**src/include/pcsd_defs.vh**
```
// Offsets, field positions and reset values of the clock select/divide slice.
// Included by the divider and top design files; definitions only.
`ifndef PCSD_DEFS_VH
`define PCSD_DEFS_VH

// Register byte offsets
`define PCSD_ADDR_W 12
`define PCSD_OFF_SERIAL_BUS3 12'h0170
`define PCSD_OFF_PULSE_WIDTH 12'h0174
`define PCSD_OFF_PERIPH_SER0 12'h0178
`define PCSD_OFF_PERIPH_SER1 12'h017c
`define PCSD_OFF_PERIPH_SER2 12'h0180
`define PCSD_OFF_TEMP_CONV 12'h0184
`define PCSD_OFF_STATUS 12'h0200

// Write mask in the upper half, value in the lower half
`define PCSD_MASK_HI 31
`define PCSD_MASK_LO 16
`define PCSD_MASK_RD 16'h0000

// Field positions
`define PCSD_SEL_HI 15
`define PCSD_SEL_LO 14
`define PCSD_DIV7_HI 6
`define PCSD_DIV11_HI 10
`define PCSD_DIV_LO 0

// Implemented lower-half bits; the rest are reserved, read zero
`define PCSD_IMPL_SELDIV 16'hc07f
`define PCSD_IMPL_DIV11 16'h07ff

// Reset values of the lower halves
`define PCSD_RST_SERIAL_BUS3 16'h0005
`define PCSD_RST_PULSE_WIDTH 16'h000b
`define PCSD_RST_PERIPH_SER0 16'h000b
`define PCSD_RST_PERIPH_SER1 16'h000b
`define PCSD_RST_PERIPH_SER2 16'h000b
`define PCSD_RST_TEMP_CONV 16'h0001

// Source select codes
`define PCSD_SEL_FIRST_PLL 2'b00
`define PCSD_SEL_SECOND_PLL 2'b01
`define PCSD_SEL_CRYSTAL 2'b10
`define PCSD_SEL_NONE 2'b11

`endif

```
**src/rtl/pcsd_mask_reg.v**
```verilog
// Lower half of one masked control word.
// Assumes a one-cycle write strobe from the register decode.
`timescale 1ns/10ps
module pcsd_mask_reg #(
    parameter [15:0] IMPL = 16'hffff,
    parameter [15:0] RST = 16'h0000
) (
    // Clock and reset
    input wire clk_i,
    input wire rst_n_i,
    // Write port
    input wire we_i,
    input wire [15:0] data_i,
    input wire [15:0] mask_i,
    // Stored value
    output reg [15:0] q_o
);
    wire [15:0] upd;

    // Only implemented bits with their mask bit set may change
    assign upd = mask_i & IMPL;

    always @(posedge clk_i)
    begin
        if (!rst_n_i)
            q_o <= RST;
        else if (we_i)
            q_o <= (q_o & ~upd) | (data_i & upd);
    end
endmodule

```
**src/rtl/pcsd_clk_div.v**
```verilog
// One kernel clock: source pick and divide by value plus one.
// Sources arrive as one-cycle enable pulses on clk_i.
`timescale 1ns/10ps
`include "pcsd_defs.vh"
module pcsd_clk_div #(
    parameter DW = 7
) (
    // Clock and reset
    input wire clk_i,
    input wire rst_n_i,
    // Source enables: first PLL, second PLL, crystal
    input wire [2:0] src_tick_i,
    // Requested setting
    input wire [1:0] sel_i,
    input wire [DW-1:0] div_i,
    // Divided output and update-pending flag
    output reg tick_o,
    output reg clk_o,
    output wire pending_o
);
    reg [1:0] sel_q;
    reg [DW-1:0] div_q;
    reg [DW-1:0] cnt_q;
    reg src;
    wire wrap;
    wire [DW-1:0] cnt_d;
    wire [DW-1:0] hi_len;

    always @*
    begin
        case (sel_q)
            `PCSD_SEL_FIRST_PLL: src = src_tick_i[0];
            `PCSD_SEL_SECOND_PLL: src = src_tick_i[1];
            `PCSD_SEL_CRYSTAL: src = src_tick_i[2];
            default: src = 1'b0;
        endcase
    end

    assign wrap = (cnt_q == div_q);
    assign cnt_d = wrap ? {DW{1'b0}} : cnt_q + {{(DW-1){1'b0}}, 1'b1};
    assign hi_len = (div_q >> 1) + {{(DW-1){1'b0}}, 1'b1};
    assign pending_o = (sel_i != sel_q) || (div_i != div_q);

    always @(posedge clk_i)
    begin
        if (!rst_n_i)
        begin
            sel_q <= 2'b00;
            div_q <= {DW{1'b0}};
            cnt_q <= {DW{1'b0}};
            tick_o <= 1'b0;
            clk_o <= 1'b0;
        end
        else
        begin
            tick_o <= src & wrap;
            if (src)
            begin
                cnt_q <= cnt_d;
                clk_o <= (cnt_d < hi_len);
            end
            // New settings at a period boundary, or at once while stopped, so no runt pulse
            if ((src && wrap) || sel_q == `PCSD_SEL_NONE)
            begin
                sel_q <= sel_i;
                div_q <= div_i;
                cnt_q <= {DW{1'b0}};
            end
        end
    end
endmodule

```
**src/rtl/pcsd_top.v**
```verilog
// Peripheral kernel clock select and divide: six masked control words
// and six dividers. Sources are enable pulses made on clk_i by the
// surrounding clock unit; outputs are divided enables and levels.
//
// Notes on behaviour
// - A write changes a low-half bit only where its upper mask bit is one.
// - Unmasked low bits keep their value; the mask half reads 0x0000.
// - Serial bus 3 word at 0x0170: select 15:14, divisor 6:0 reset 0x05.
// - Pulse-width word at 0x0174: same select, seven-bit divisor reset 0x0b.
// - Peripheral serial 0 word at 0x0178: select 15:14, divisor reset 0x0b.
// - Peripheral serial 1 word at 0x017c: select, divisor reset 0x0b.
// - Peripheral serial 2 word at 0x0180: select 15:14, divisor reset 0x0b.
// - Temperature converter at 0x0184: crystal divided by bits 10:0 plus one.
`timescale 1ns/10ps
`include "pcsd_defs.vh"
module pcsd_top (
    // Clock and reset
    input wire clk_i,
    input wire rst_n_i,
    // Register port
    input wire [11:0] addr_i,
    input wire [31:0] wdata_i,
    input wire wr_i,
    input wire rd_i,
    output reg [31:0] rdata_o,
    // Source enables
    input wire first_pll_source_i,
    input wire second_pll_source_i,
    input wire crystal_oscillator_input_i,
    // Serial bus 3 kernel clock
    output wire serial_bus3_tick_o,
    output wire serial_bus3_clk_o,
    // Pulse-width kernel clock
    output wire pulse_width_tick_o,
    output wire pulse_width_clk_o,
    // Peripheral serial 0 kernel clock
    output wire periph_serial0_tick_o,
    output wire periph_serial0_clk_o,
    // Peripheral serial 1 kernel clock
    output wire periph_serial1_tick_o,
    output wire periph_serial1_clk_o,
    // Peripheral serial 2 kernel clock
    output wire periph_serial2_tick_o,
    output wire periph_serial2_clk_o,
    // Temperature converter kernel clock
    output wire temp_converter_tick_o,
    output wire temp_converter_clk_o
);
    // Bus fields
    wire [15:0] wr_mask;
    wire [15:0] wr_val;
    wire [2:0] src_ticks;

    // Write strobes per word
    wire we_sb3;
    wire we_pwm;
    wire we_ps0;
    wire we_ps1;
    wire we_ps2;
    wire we_tc;

    // Stored lower halves
    wire [15:0] sb3_q;
    wire [15:0] pwm_q;
    wire [15:0] ps0_q;
    wire [15:0] ps1_q;
    wire [15:0] ps2_q;
    wire [15:0] tc_q;

    // Pending updates, one per divider
    wire [5:0] pending;

    // Read path
    reg [31:0] rdata_d;

    assign wr_mask = wdata_i[`PCSD_MASK_HI:`PCSD_MASK_LO];
    assign wr_val = wdata_i[15:0];
    assign src_ticks = {crystal_oscillator_input_i,
                        second_pll_source_i,
                        first_pll_source_i};

    // Address decode
    assign we_sb3 = wr_i && (addr_i == `PCSD_OFF_SERIAL_BUS3);
    assign we_pwm = wr_i && (addr_i == `PCSD_OFF_PULSE_WIDTH);
    assign we_ps0 = wr_i && (addr_i == `PCSD_OFF_PERIPH_SER0);
    assign we_ps1 = wr_i && (addr_i == `PCSD_OFF_PERIPH_SER1);
    assign we_ps2 = wr_i && (addr_i == `PCSD_OFF_PERIPH_SER2);
    assign we_tc = wr_i && (addr_i == `PCSD_OFF_TEMP_CONV);

    // Control words; reserved bits are never stored
    pcsd_mask_reg #(
        .IMPL(`PCSD_IMPL_SELDIV),
        .RST(`PCSD_RST_SERIAL_BUS3)
    ) u_reg_sb3 (
        .clk_i(clk_i),
        .rst_n_i(rst_n_i),
        .we_i(we_sb3),
        .data_i(wr_val),
        .mask_i(wr_mask),
        .q_o(sb3_q)
    );

    pcsd_mask_reg #(
        .IMPL(`PCSD_IMPL_SELDIV),
        .RST(`PCSD_RST_PULSE_WIDTH)
    ) u_reg_pwm (
        .clk_i(clk_i),
        .rst_n_i(rst_n_i),
        .we_i(we_pwm),
        .data_i(wr_val),
        .mask_i(wr_mask),
        .q_o(pwm_q)
    );

    pcsd_mask_reg #(
        .IMPL(`PCSD_IMPL_SELDIV),
        .RST(`PCSD_RST_PERIPH_SER0)
    ) u_reg_ps0 (
        .clk_i(clk_i),
        .rst_n_i(rst_n_i),
        .we_i(we_ps0),
        .data_i(wr_val),
        .mask_i(wr_mask),
        .q_o(ps0_q)
    );

    pcsd_mask_reg #(
        .IMPL(`PCSD_IMPL_SELDIV),
        .RST(`PCSD_RST_PERIPH_SER1)
    ) u_reg_ps1 (
        .clk_i(clk_i),
        .rst_n_i(rst_n_i),
        .we_i(we_ps1),
        .data_i(wr_val),
        .mask_i(wr_mask),
        .q_o(ps1_q)
    );

    pcsd_mask_reg #(
        .IMPL(`PCSD_IMPL_SELDIV),
        .RST(`PCSD_RST_PERIPH_SER2)
    ) u_reg_ps2 (
        .clk_i(clk_i),
        .rst_n_i(rst_n_i),
        .we_i(we_ps2),
        .data_i(wr_val),
        .mask_i(wr_mask),
        .q_o(ps2_q)
    );

    // Converter word has no select field: bits 15:11 stay zero
    pcsd_mask_reg #(
        .IMPL(`PCSD_IMPL_DIV11),
        .RST(`PCSD_RST_TEMP_CONV)
    ) u_reg_tc (
        .clk_i(clk_i),
        .rst_n_i(rst_n_i),
        .we_i(we_tc),
        .data_i(wr_val),
        .mask_i(wr_mask),
        .q_o(tc_q)
    );

    // Dividers; select code 11 leaves the output still
    pcsd_clk_div #(
        .DW(7)
    ) u_div_sb3 (
        .clk_i(clk_i),
        .rst_n_i(rst_n_i),
        .src_tick_i(src_ticks),
        .sel_i(sb3_q[`PCSD_SEL_HI:`PCSD_SEL_LO]),
        .div_i(sb3_q[`PCSD_DIV7_HI:`PCSD_DIV_LO]),
        .tick_o(serial_bus3_tick_o),
        .clk_o(serial_bus3_clk_o),
        .pending_o(pending[0])
    );

    pcsd_clk_div #(
        .DW(7)
    ) u_div_pwm (
        .clk_i(clk_i),
        .rst_n_i(rst_n_i),
        .src_tick_i(src_ticks),
        .sel_i(pwm_q[`PCSD_SEL_HI:`PCSD_SEL_LO]),
        .div_i(pwm_q[`PCSD_DIV7_HI:`PCSD_DIV_LO]),
        .tick_o(pulse_width_tick_o),
        .clk_o(pulse_width_clk_o),
        .pending_o(pending[1])
    );

    pcsd_clk_div #(
        .DW(7)
    ) u_div_ps0 (
        .clk_i(clk_i),
        .rst_n_i(rst_n_i),
        .src_tick_i(src_ticks),
        .sel_i(ps0_q[`PCSD_SEL_HI:`PCSD_SEL_LO]),
        .div_i(ps0_q[`PCSD_DIV7_HI:`PCSD_DIV_LO]),
        .tick_o(periph_serial0_tick_o),
        .clk_o(periph_serial0_clk_o),
        .pending_o(pending[2])
    );

    pcsd_clk_div #(
        .DW(7)
    ) u_div_ps1 (
        .clk_i(clk_i),
        .rst_n_i(rst_n_i),
        .src_tick_i(src_ticks),
        .sel_i(ps1_q[`PCSD_SEL_HI:`PCSD_SEL_LO]),
        .div_i(ps1_q[`PCSD_DIV7_HI:`PCSD_DIV_LO]),
        .tick_o(periph_serial1_tick_o),
        .clk_o(periph_serial1_clk_o),
        .pending_o(pending[3])
    );

    pcsd_clk_div #(
        .DW(7)
    ) u_div_ps2 (
        .clk_i(clk_i),
        .rst_n_i(rst_n_i),
        .src_tick_i(src_ticks),
        .sel_i(ps2_q[`PCSD_SEL_HI:`PCSD_SEL_LO]),
        .div_i(ps2_q[`PCSD_DIV7_HI:`PCSD_DIV_LO]),
        .tick_o(periph_serial2_tick_o),
        .clk_o(periph_serial2_clk_o),
        .pending_o(pending[4])
    );

    // Converter runs from the crystal once its first setting applies; reset selects the first PLL
    pcsd_clk_div #(
        .DW(11)
    ) u_div_tc (
        .clk_i(clk_i),
        .rst_n_i(rst_n_i),
        .src_tick_i(src_ticks),
        .sel_i(`PCSD_SEL_CRYSTAL),
        .div_i(tc_q[`PCSD_DIV11_HI:`PCSD_DIV_LO]),
        .tick_o(temp_converter_tick_o),
        .clk_o(temp_converter_clk_o),
        .pending_o(pending[5])
    );

    // Read mux; the mask half always reads zero
    always @*
    begin
        case (addr_i)
            `PCSD_OFF_SERIAL_BUS3:
                rdata_d = {`PCSD_MASK_RD, sb3_q};
            `PCSD_OFF_PULSE_WIDTH:
                rdata_d = {`PCSD_MASK_RD, pwm_q};
            `PCSD_OFF_PERIPH_SER0:
                rdata_d = {`PCSD_MASK_RD, ps0_q};
            `PCSD_OFF_PERIPH_SER1:
                rdata_d = {`PCSD_MASK_RD, ps1_q};
            `PCSD_OFF_PERIPH_SER2:
                rdata_d = {`PCSD_MASK_RD, ps2_q};
            `PCSD_OFF_TEMP_CONV:
                rdata_d = {`PCSD_MASK_RD, tc_q};
            `PCSD_OFF_STATUS:
                rdata_d = {26'h000_0000, pending};
            default:
                rdata_d = 32'h0000_0000;
        endcase
    end

    // Read data stands only in the cycle after the strobe
    always @(posedge clk_i)
    begin
        if (!rst_n_i)
            rdata_o <= 32'h0000_0000;
        else if (rd_i)
            rdata_o <= rdata_d;
        else
            rdata_o <= 32'h0000_0000;
    end
endmodule

```
**config.mk**
```make
export PLATFORM = sky130hd
export DESIGN_NAME = pcsd_top
export DESIGN_NICKNAME = d
export VERILOG_FILES = /design/src/rtl/pcsd_mask_reg.v /design/src/rtl/pcsd_clk_div.v /design/src/rtl/pcsd_top.v
export VERILOG_INCLUDE_DIRS = /design/src /design/src/include
export SDC_FILE = /design/constraint.sdc
export NUM_CORES = 1
export LEC_CHECK = 0
export ABC_CLOCK_PERIOD_IN_PS = 2600
export BUFFER_PORTS_ARGS = -buffer_cell sky130_fd_sc_hd__clkbuf_2
export CAP_MARGIN = 10
export CORE_AREA = 4 4 232 177
export CTS_BUF_LIST = sky130_fd_sc_hd__clkbuf_4 sky130_fd_sc_hd__clkbuf_8
export DETAILED_ROUTE_END_ITERATION = 10
export DIE_AREA = 0 0 236 181
export GPL_TIMING_DRIVEN = 0
export PLACE_DENSITY = 0.54
export SYNTH_ARGS = -nofsm -noshare
export SYNTH_HDL_FRONTEND = slang
export SYNTH_SLANG_ARGS = --single-unit
```
**constraint.sdc**
```tcl
create_clock -name clk_i -period 2.6 [get_ports clk_i]
set_input_delay 0 -clock clk_i [delete_from_list [all_inputs] [get_ports clk_i]]
set_output_delay 0 -clock clk_i [all_outputs]
set_load 0.01 [all_outputs]
```
==> flow_summary.json <==
{
  "status": "finished clean",
  "layout-area-overhead-vs-synth_pct": 21.17,
  "antenna_cells": 0,
  "count_of_flip_flops_with_a_built_in_enable_after_synthesis": 0,
  "wire_length_of_the_first_global_routing_pass_um": 58320,
  "worst-path-max-fanout": 9,
  "mappedNetlistArea_um2": 11510,
  "grt.overflow.total": 0,
  "cp.arrival_ns": 2.99,
  "grt_pass1_vias": 10120,
  "final_util": 0.3573,
  "floorplan.initialDensity": 0.2949,
  "synth_seq_area_share": 0.3201,
  "floorplan.core_area_um2": 39020,
  "antenna_violations_before_repair": 0,
  "yosys_warnings": 0,
  "clock_h_tree_levels": 4,
  "place_inst": 2010,
  "highest_delay_cell_along_the_critical_path": "dlygate4sd3_1",
  "hold_slack_ns": 0.02361,
  "count_of_input_and_output_buffers": 66,
  "cp-start-kind": "input pin",
  "setup_violations": 0,
  "maxCapViolCount": 0,
  "final.fill_count": 4083,
  "route.final.wire_length_um": 38150,
  "dpl-instance-area_um2": 12580,
  "io_pins": 95,
  "finish.cell_count_without_fillers": 2075,
  "hold_path.class": "in -> reg",
  "timing.setup.tns_ns": 0,
  "remaining_drc_errors": 0,
  "grt_max_degree": 17,
  "rows": 63,
  "globalplace.congestion": 0.9281,
  "synth-compound-area-share": 0.1346,
  "path_delay_family": "simple AND/OR/NAND/NOR gates",
  "finalInstanceArea_um2": 13940,
  "yosys-mux-area-fraction": 0.07166,
  "die_y_um": 181,
  "tritoncts.num_buffers": 17,
  "synthesized_area_fraction_occupied_by_and_or_nand_nor_cells": 0.2387,
  "synth_xor_area_frac": 0.1233,
  "final-hold-violation-count": 0,
  "post_drt_via_cell_ratio": 5.222,
  "detailedPlacementHpwl_um": 28420,
  "cp_buf_inv_count": 3,
  "power.ir.vdd_worst_mv": 0.3163,
  "avgSynthCellArea_um2": 8.184,
  "power.static_leakage_nw": 5.321,
  "synth_seq_cells": 184,
  "dr.first_iter.drc_count": 928,
  "max_clock_freq_mhz": 388.0,
  "clk_latency_ns": 0.50,
  "synth.distinct_cells": 58,
  "clock_skew_ns": 0.01630,
  "firstDrtPassIters": 6,
  "cts_num_sinks": 184,
  "die-width_um": 236,
  "postSynth.topFlopCell": "dfxtp_1",
  "number_of_pins_exceeding_their_max_slew_limit_in_the_final_report": 0,
  "synthCells": 1406,
  "routedWlPerCell_um": 18.38,
  "main_combinational_cell_family_by_area_after_synthesis": "simple AND/OR/NAND/NOR gates",
  "path_cells": "dlygate4sd3_1, clkbuf_2, nor4b_4, nand4_1, nor2_2, nand4_1, dlygate4sd3_1, a21oi_1",
  "timing.setup.critical_path_class": "in -> reg",
  "tightest_slew_ns": 1.122,
  "timing.final.crit_period_ns": 2.578,
  "layout-drive-gt1-share": 0.2193,
  "async_flop_share": 0,
  "grt_setup_unrepaired": "true",
  "via_count": 10840,
  "tritoncts_clock_tree": "done",
  "power-per-cell-area_nw_per_um2": 716.8,
  "clk_root_buffer_cell": "clkbuf_8",
  "groute.usage.overall": 0.1723,
  "clock_transition_at_the_registers_of_the_reported_paths_ns": 0.10,
  "worst_path_required_ns": 3.01,
  "crit_path_end_kind": "register",
  "finalNetCount": 1645,
  "adder_cell_share_of_the_synthesized_area": 0.05655,
  "clock_tree.buffer_depth": 2,
  "final_min_period_over_clock_period": 0.9914,
  "number_of_nets_still_failing_antenna_checks_after_routing": 0,
  "crit_path_max_incr_delay_ns": 0.61,
  "timing.slew.headroom": 0.2303,
  "die-area_um2": 42720
}
-- through the flow --
step	power, mW	worst slack (ns)
3_5_place_dp	7.219	-0.5271
5_1_grt	10.65	-0.1456
6_report	9.993	0.02241
3_3_place_gp	7.172	-0.5011
4_1_cts	9.638	0.009684
2_1_floorplan	6.156	-0.02529
-- final cells by class --
| cell class | count | area (um^2) | area share |
|---|---|---|---|
| buffer | 85 | 432.9 | 0.03105 |
| clock buffer | 19 | 255.2 | 0.01831 |
| clock inverter | 13 | 120.1 | 0.008615 |
| inverter | 13 | 48.80 | 0.003500 |
| multi-input combinational | 1096 | 7595 | 0.5447 |
| sequential | 184 | 3816 | 0.2737 |
| tap | 520 | 650.6 | 0.04667 |
| timing repair buffer | 145 | 1023 | 0.07341 |
-- repair_timing --
action                                  CTS  global route
resized for setup                        72            99
endpoints found under the setup margin    6            10
hold buffers                             37             0
pin swaps                                18            36
endpoints found under the hold margin    56             0
buffers inserted                         21            21
-- path summary, 6_finish.rpt --
| path | startpoint | end | slack, ns | cells past startpoint |
|---|---|---|---|---|
| min reg2reg | u_div_ps0.clk_o | u_div_ps0.clk_o | 0.46 | 2 |
| max | addr_i[10] | register | 0.02 | 8 |
| max reg2reg | u_div_pwm.cnt_q[2] | u_div_pwm.clk_o | 0.02 | 11 |
| min | wdata_i[31] | register | 0.02 | 3 |
-- synthesized netlist by cell type, types with 3 or more instances --
cell type	count	share of area
nor2_1	98	0.032
a21o_1	3	0.0020
and3_1	24	0.013
buf_1	8	0.0026
clkbuf_1	90	0.029
nor4_1	14	0.0076
o22ai_1	6	0.0033
o21ai_0	65	0.028
a22oi_1	8	0.0052
nand3_1	119	0.052
nor2b_1	11	0.0060
nor4_2	3	0.0033
a21oi_1	59	0.026
inv_1	13	0.0042
or4_1	9	0.0059
and4_1	3	0.0023
mux2_2	9	0.0088
xor2_1	88	0.067
nand2_1	149	0.049
mux2i_1	52	0.045
buf_2	14	0.0061
o21a_1	10	0.0065
a32oi_1	6	0.0046
mux4_2	9	0.018
nand4_1	31	0.017
a211oi_1	4	0.0026
xnor2_1	74	0.056
or2_2	3	0.0016
ha_1	52	0.057
o221a_2	10	0.0098
nor4b_1	3	0.0023
or3_1	5	0.0027
nand2b_1	5	0.0027
nand3b_1	11	0.0072
a31o_2	9	0.0069
dfxtp_1	184	0.32
o211ai_1	15	0.0098
a31oi_1	16	0.0087
o31ai_1	15	0.0098
nor3_1	36	0.016
buf_4	19	0.012
and2_0	4	0.0022
and2_1	18	0.0098
a211o_1	3	0.0023
-- logic make-up (layout without fill, tap and decap cells) --
kind of cell | count (synthesis) | after routing
mux | 70 | 70
buf+inv | 144 | 275
simple gates | 554 | 554
fa+ha+maj | 52 | 52
compound gates | 239 | 239
xor+xnor | 162 | 162
other cells | 1 | 19
flops | 184 | 184
-- placed cells by master, fill, tap and decap left out, drive strengths merged, types with 11 or more instances in the layout --
cell type	count
nor3	36
a21oi	59
nor2b	11
mux2i	52
nor2	99
o21ai	65
nand2	149
xnor2	74
nand3	120
o211ai	15
dlygate4sd3	37
o31ai	15
xor2	88
and3	24
ha	52
and2	22
nor4	17
inv	18
nand3b	11
conb	19
clkbuf	132
dfxtp	184
buf	80
nand4	31
a31oi	16
-- routing by layer --
layer | global-route usage | wire length (um)
met1 | 0.2478 | 18030
met2 | 0.2534 | 16330
met3 | 0.03525 | 2545
met4 | 0.06527 | 1242
met5 | 0 | 0
-- report_power, final --
group / internal [mW] / switching [mW]
combinational: 1.91 / 2.65
clock: 0.807 / 1.16
sequential: 3.14 / 0.326
total: 5.85 / 4.14
-- tightest hold or removal path, cell delays in order --
cell	delay (ns)
clkbuf_2	0.08
nand2_1	0.27
o31ai_1	0.12
(Power assumes the default switching activity.)
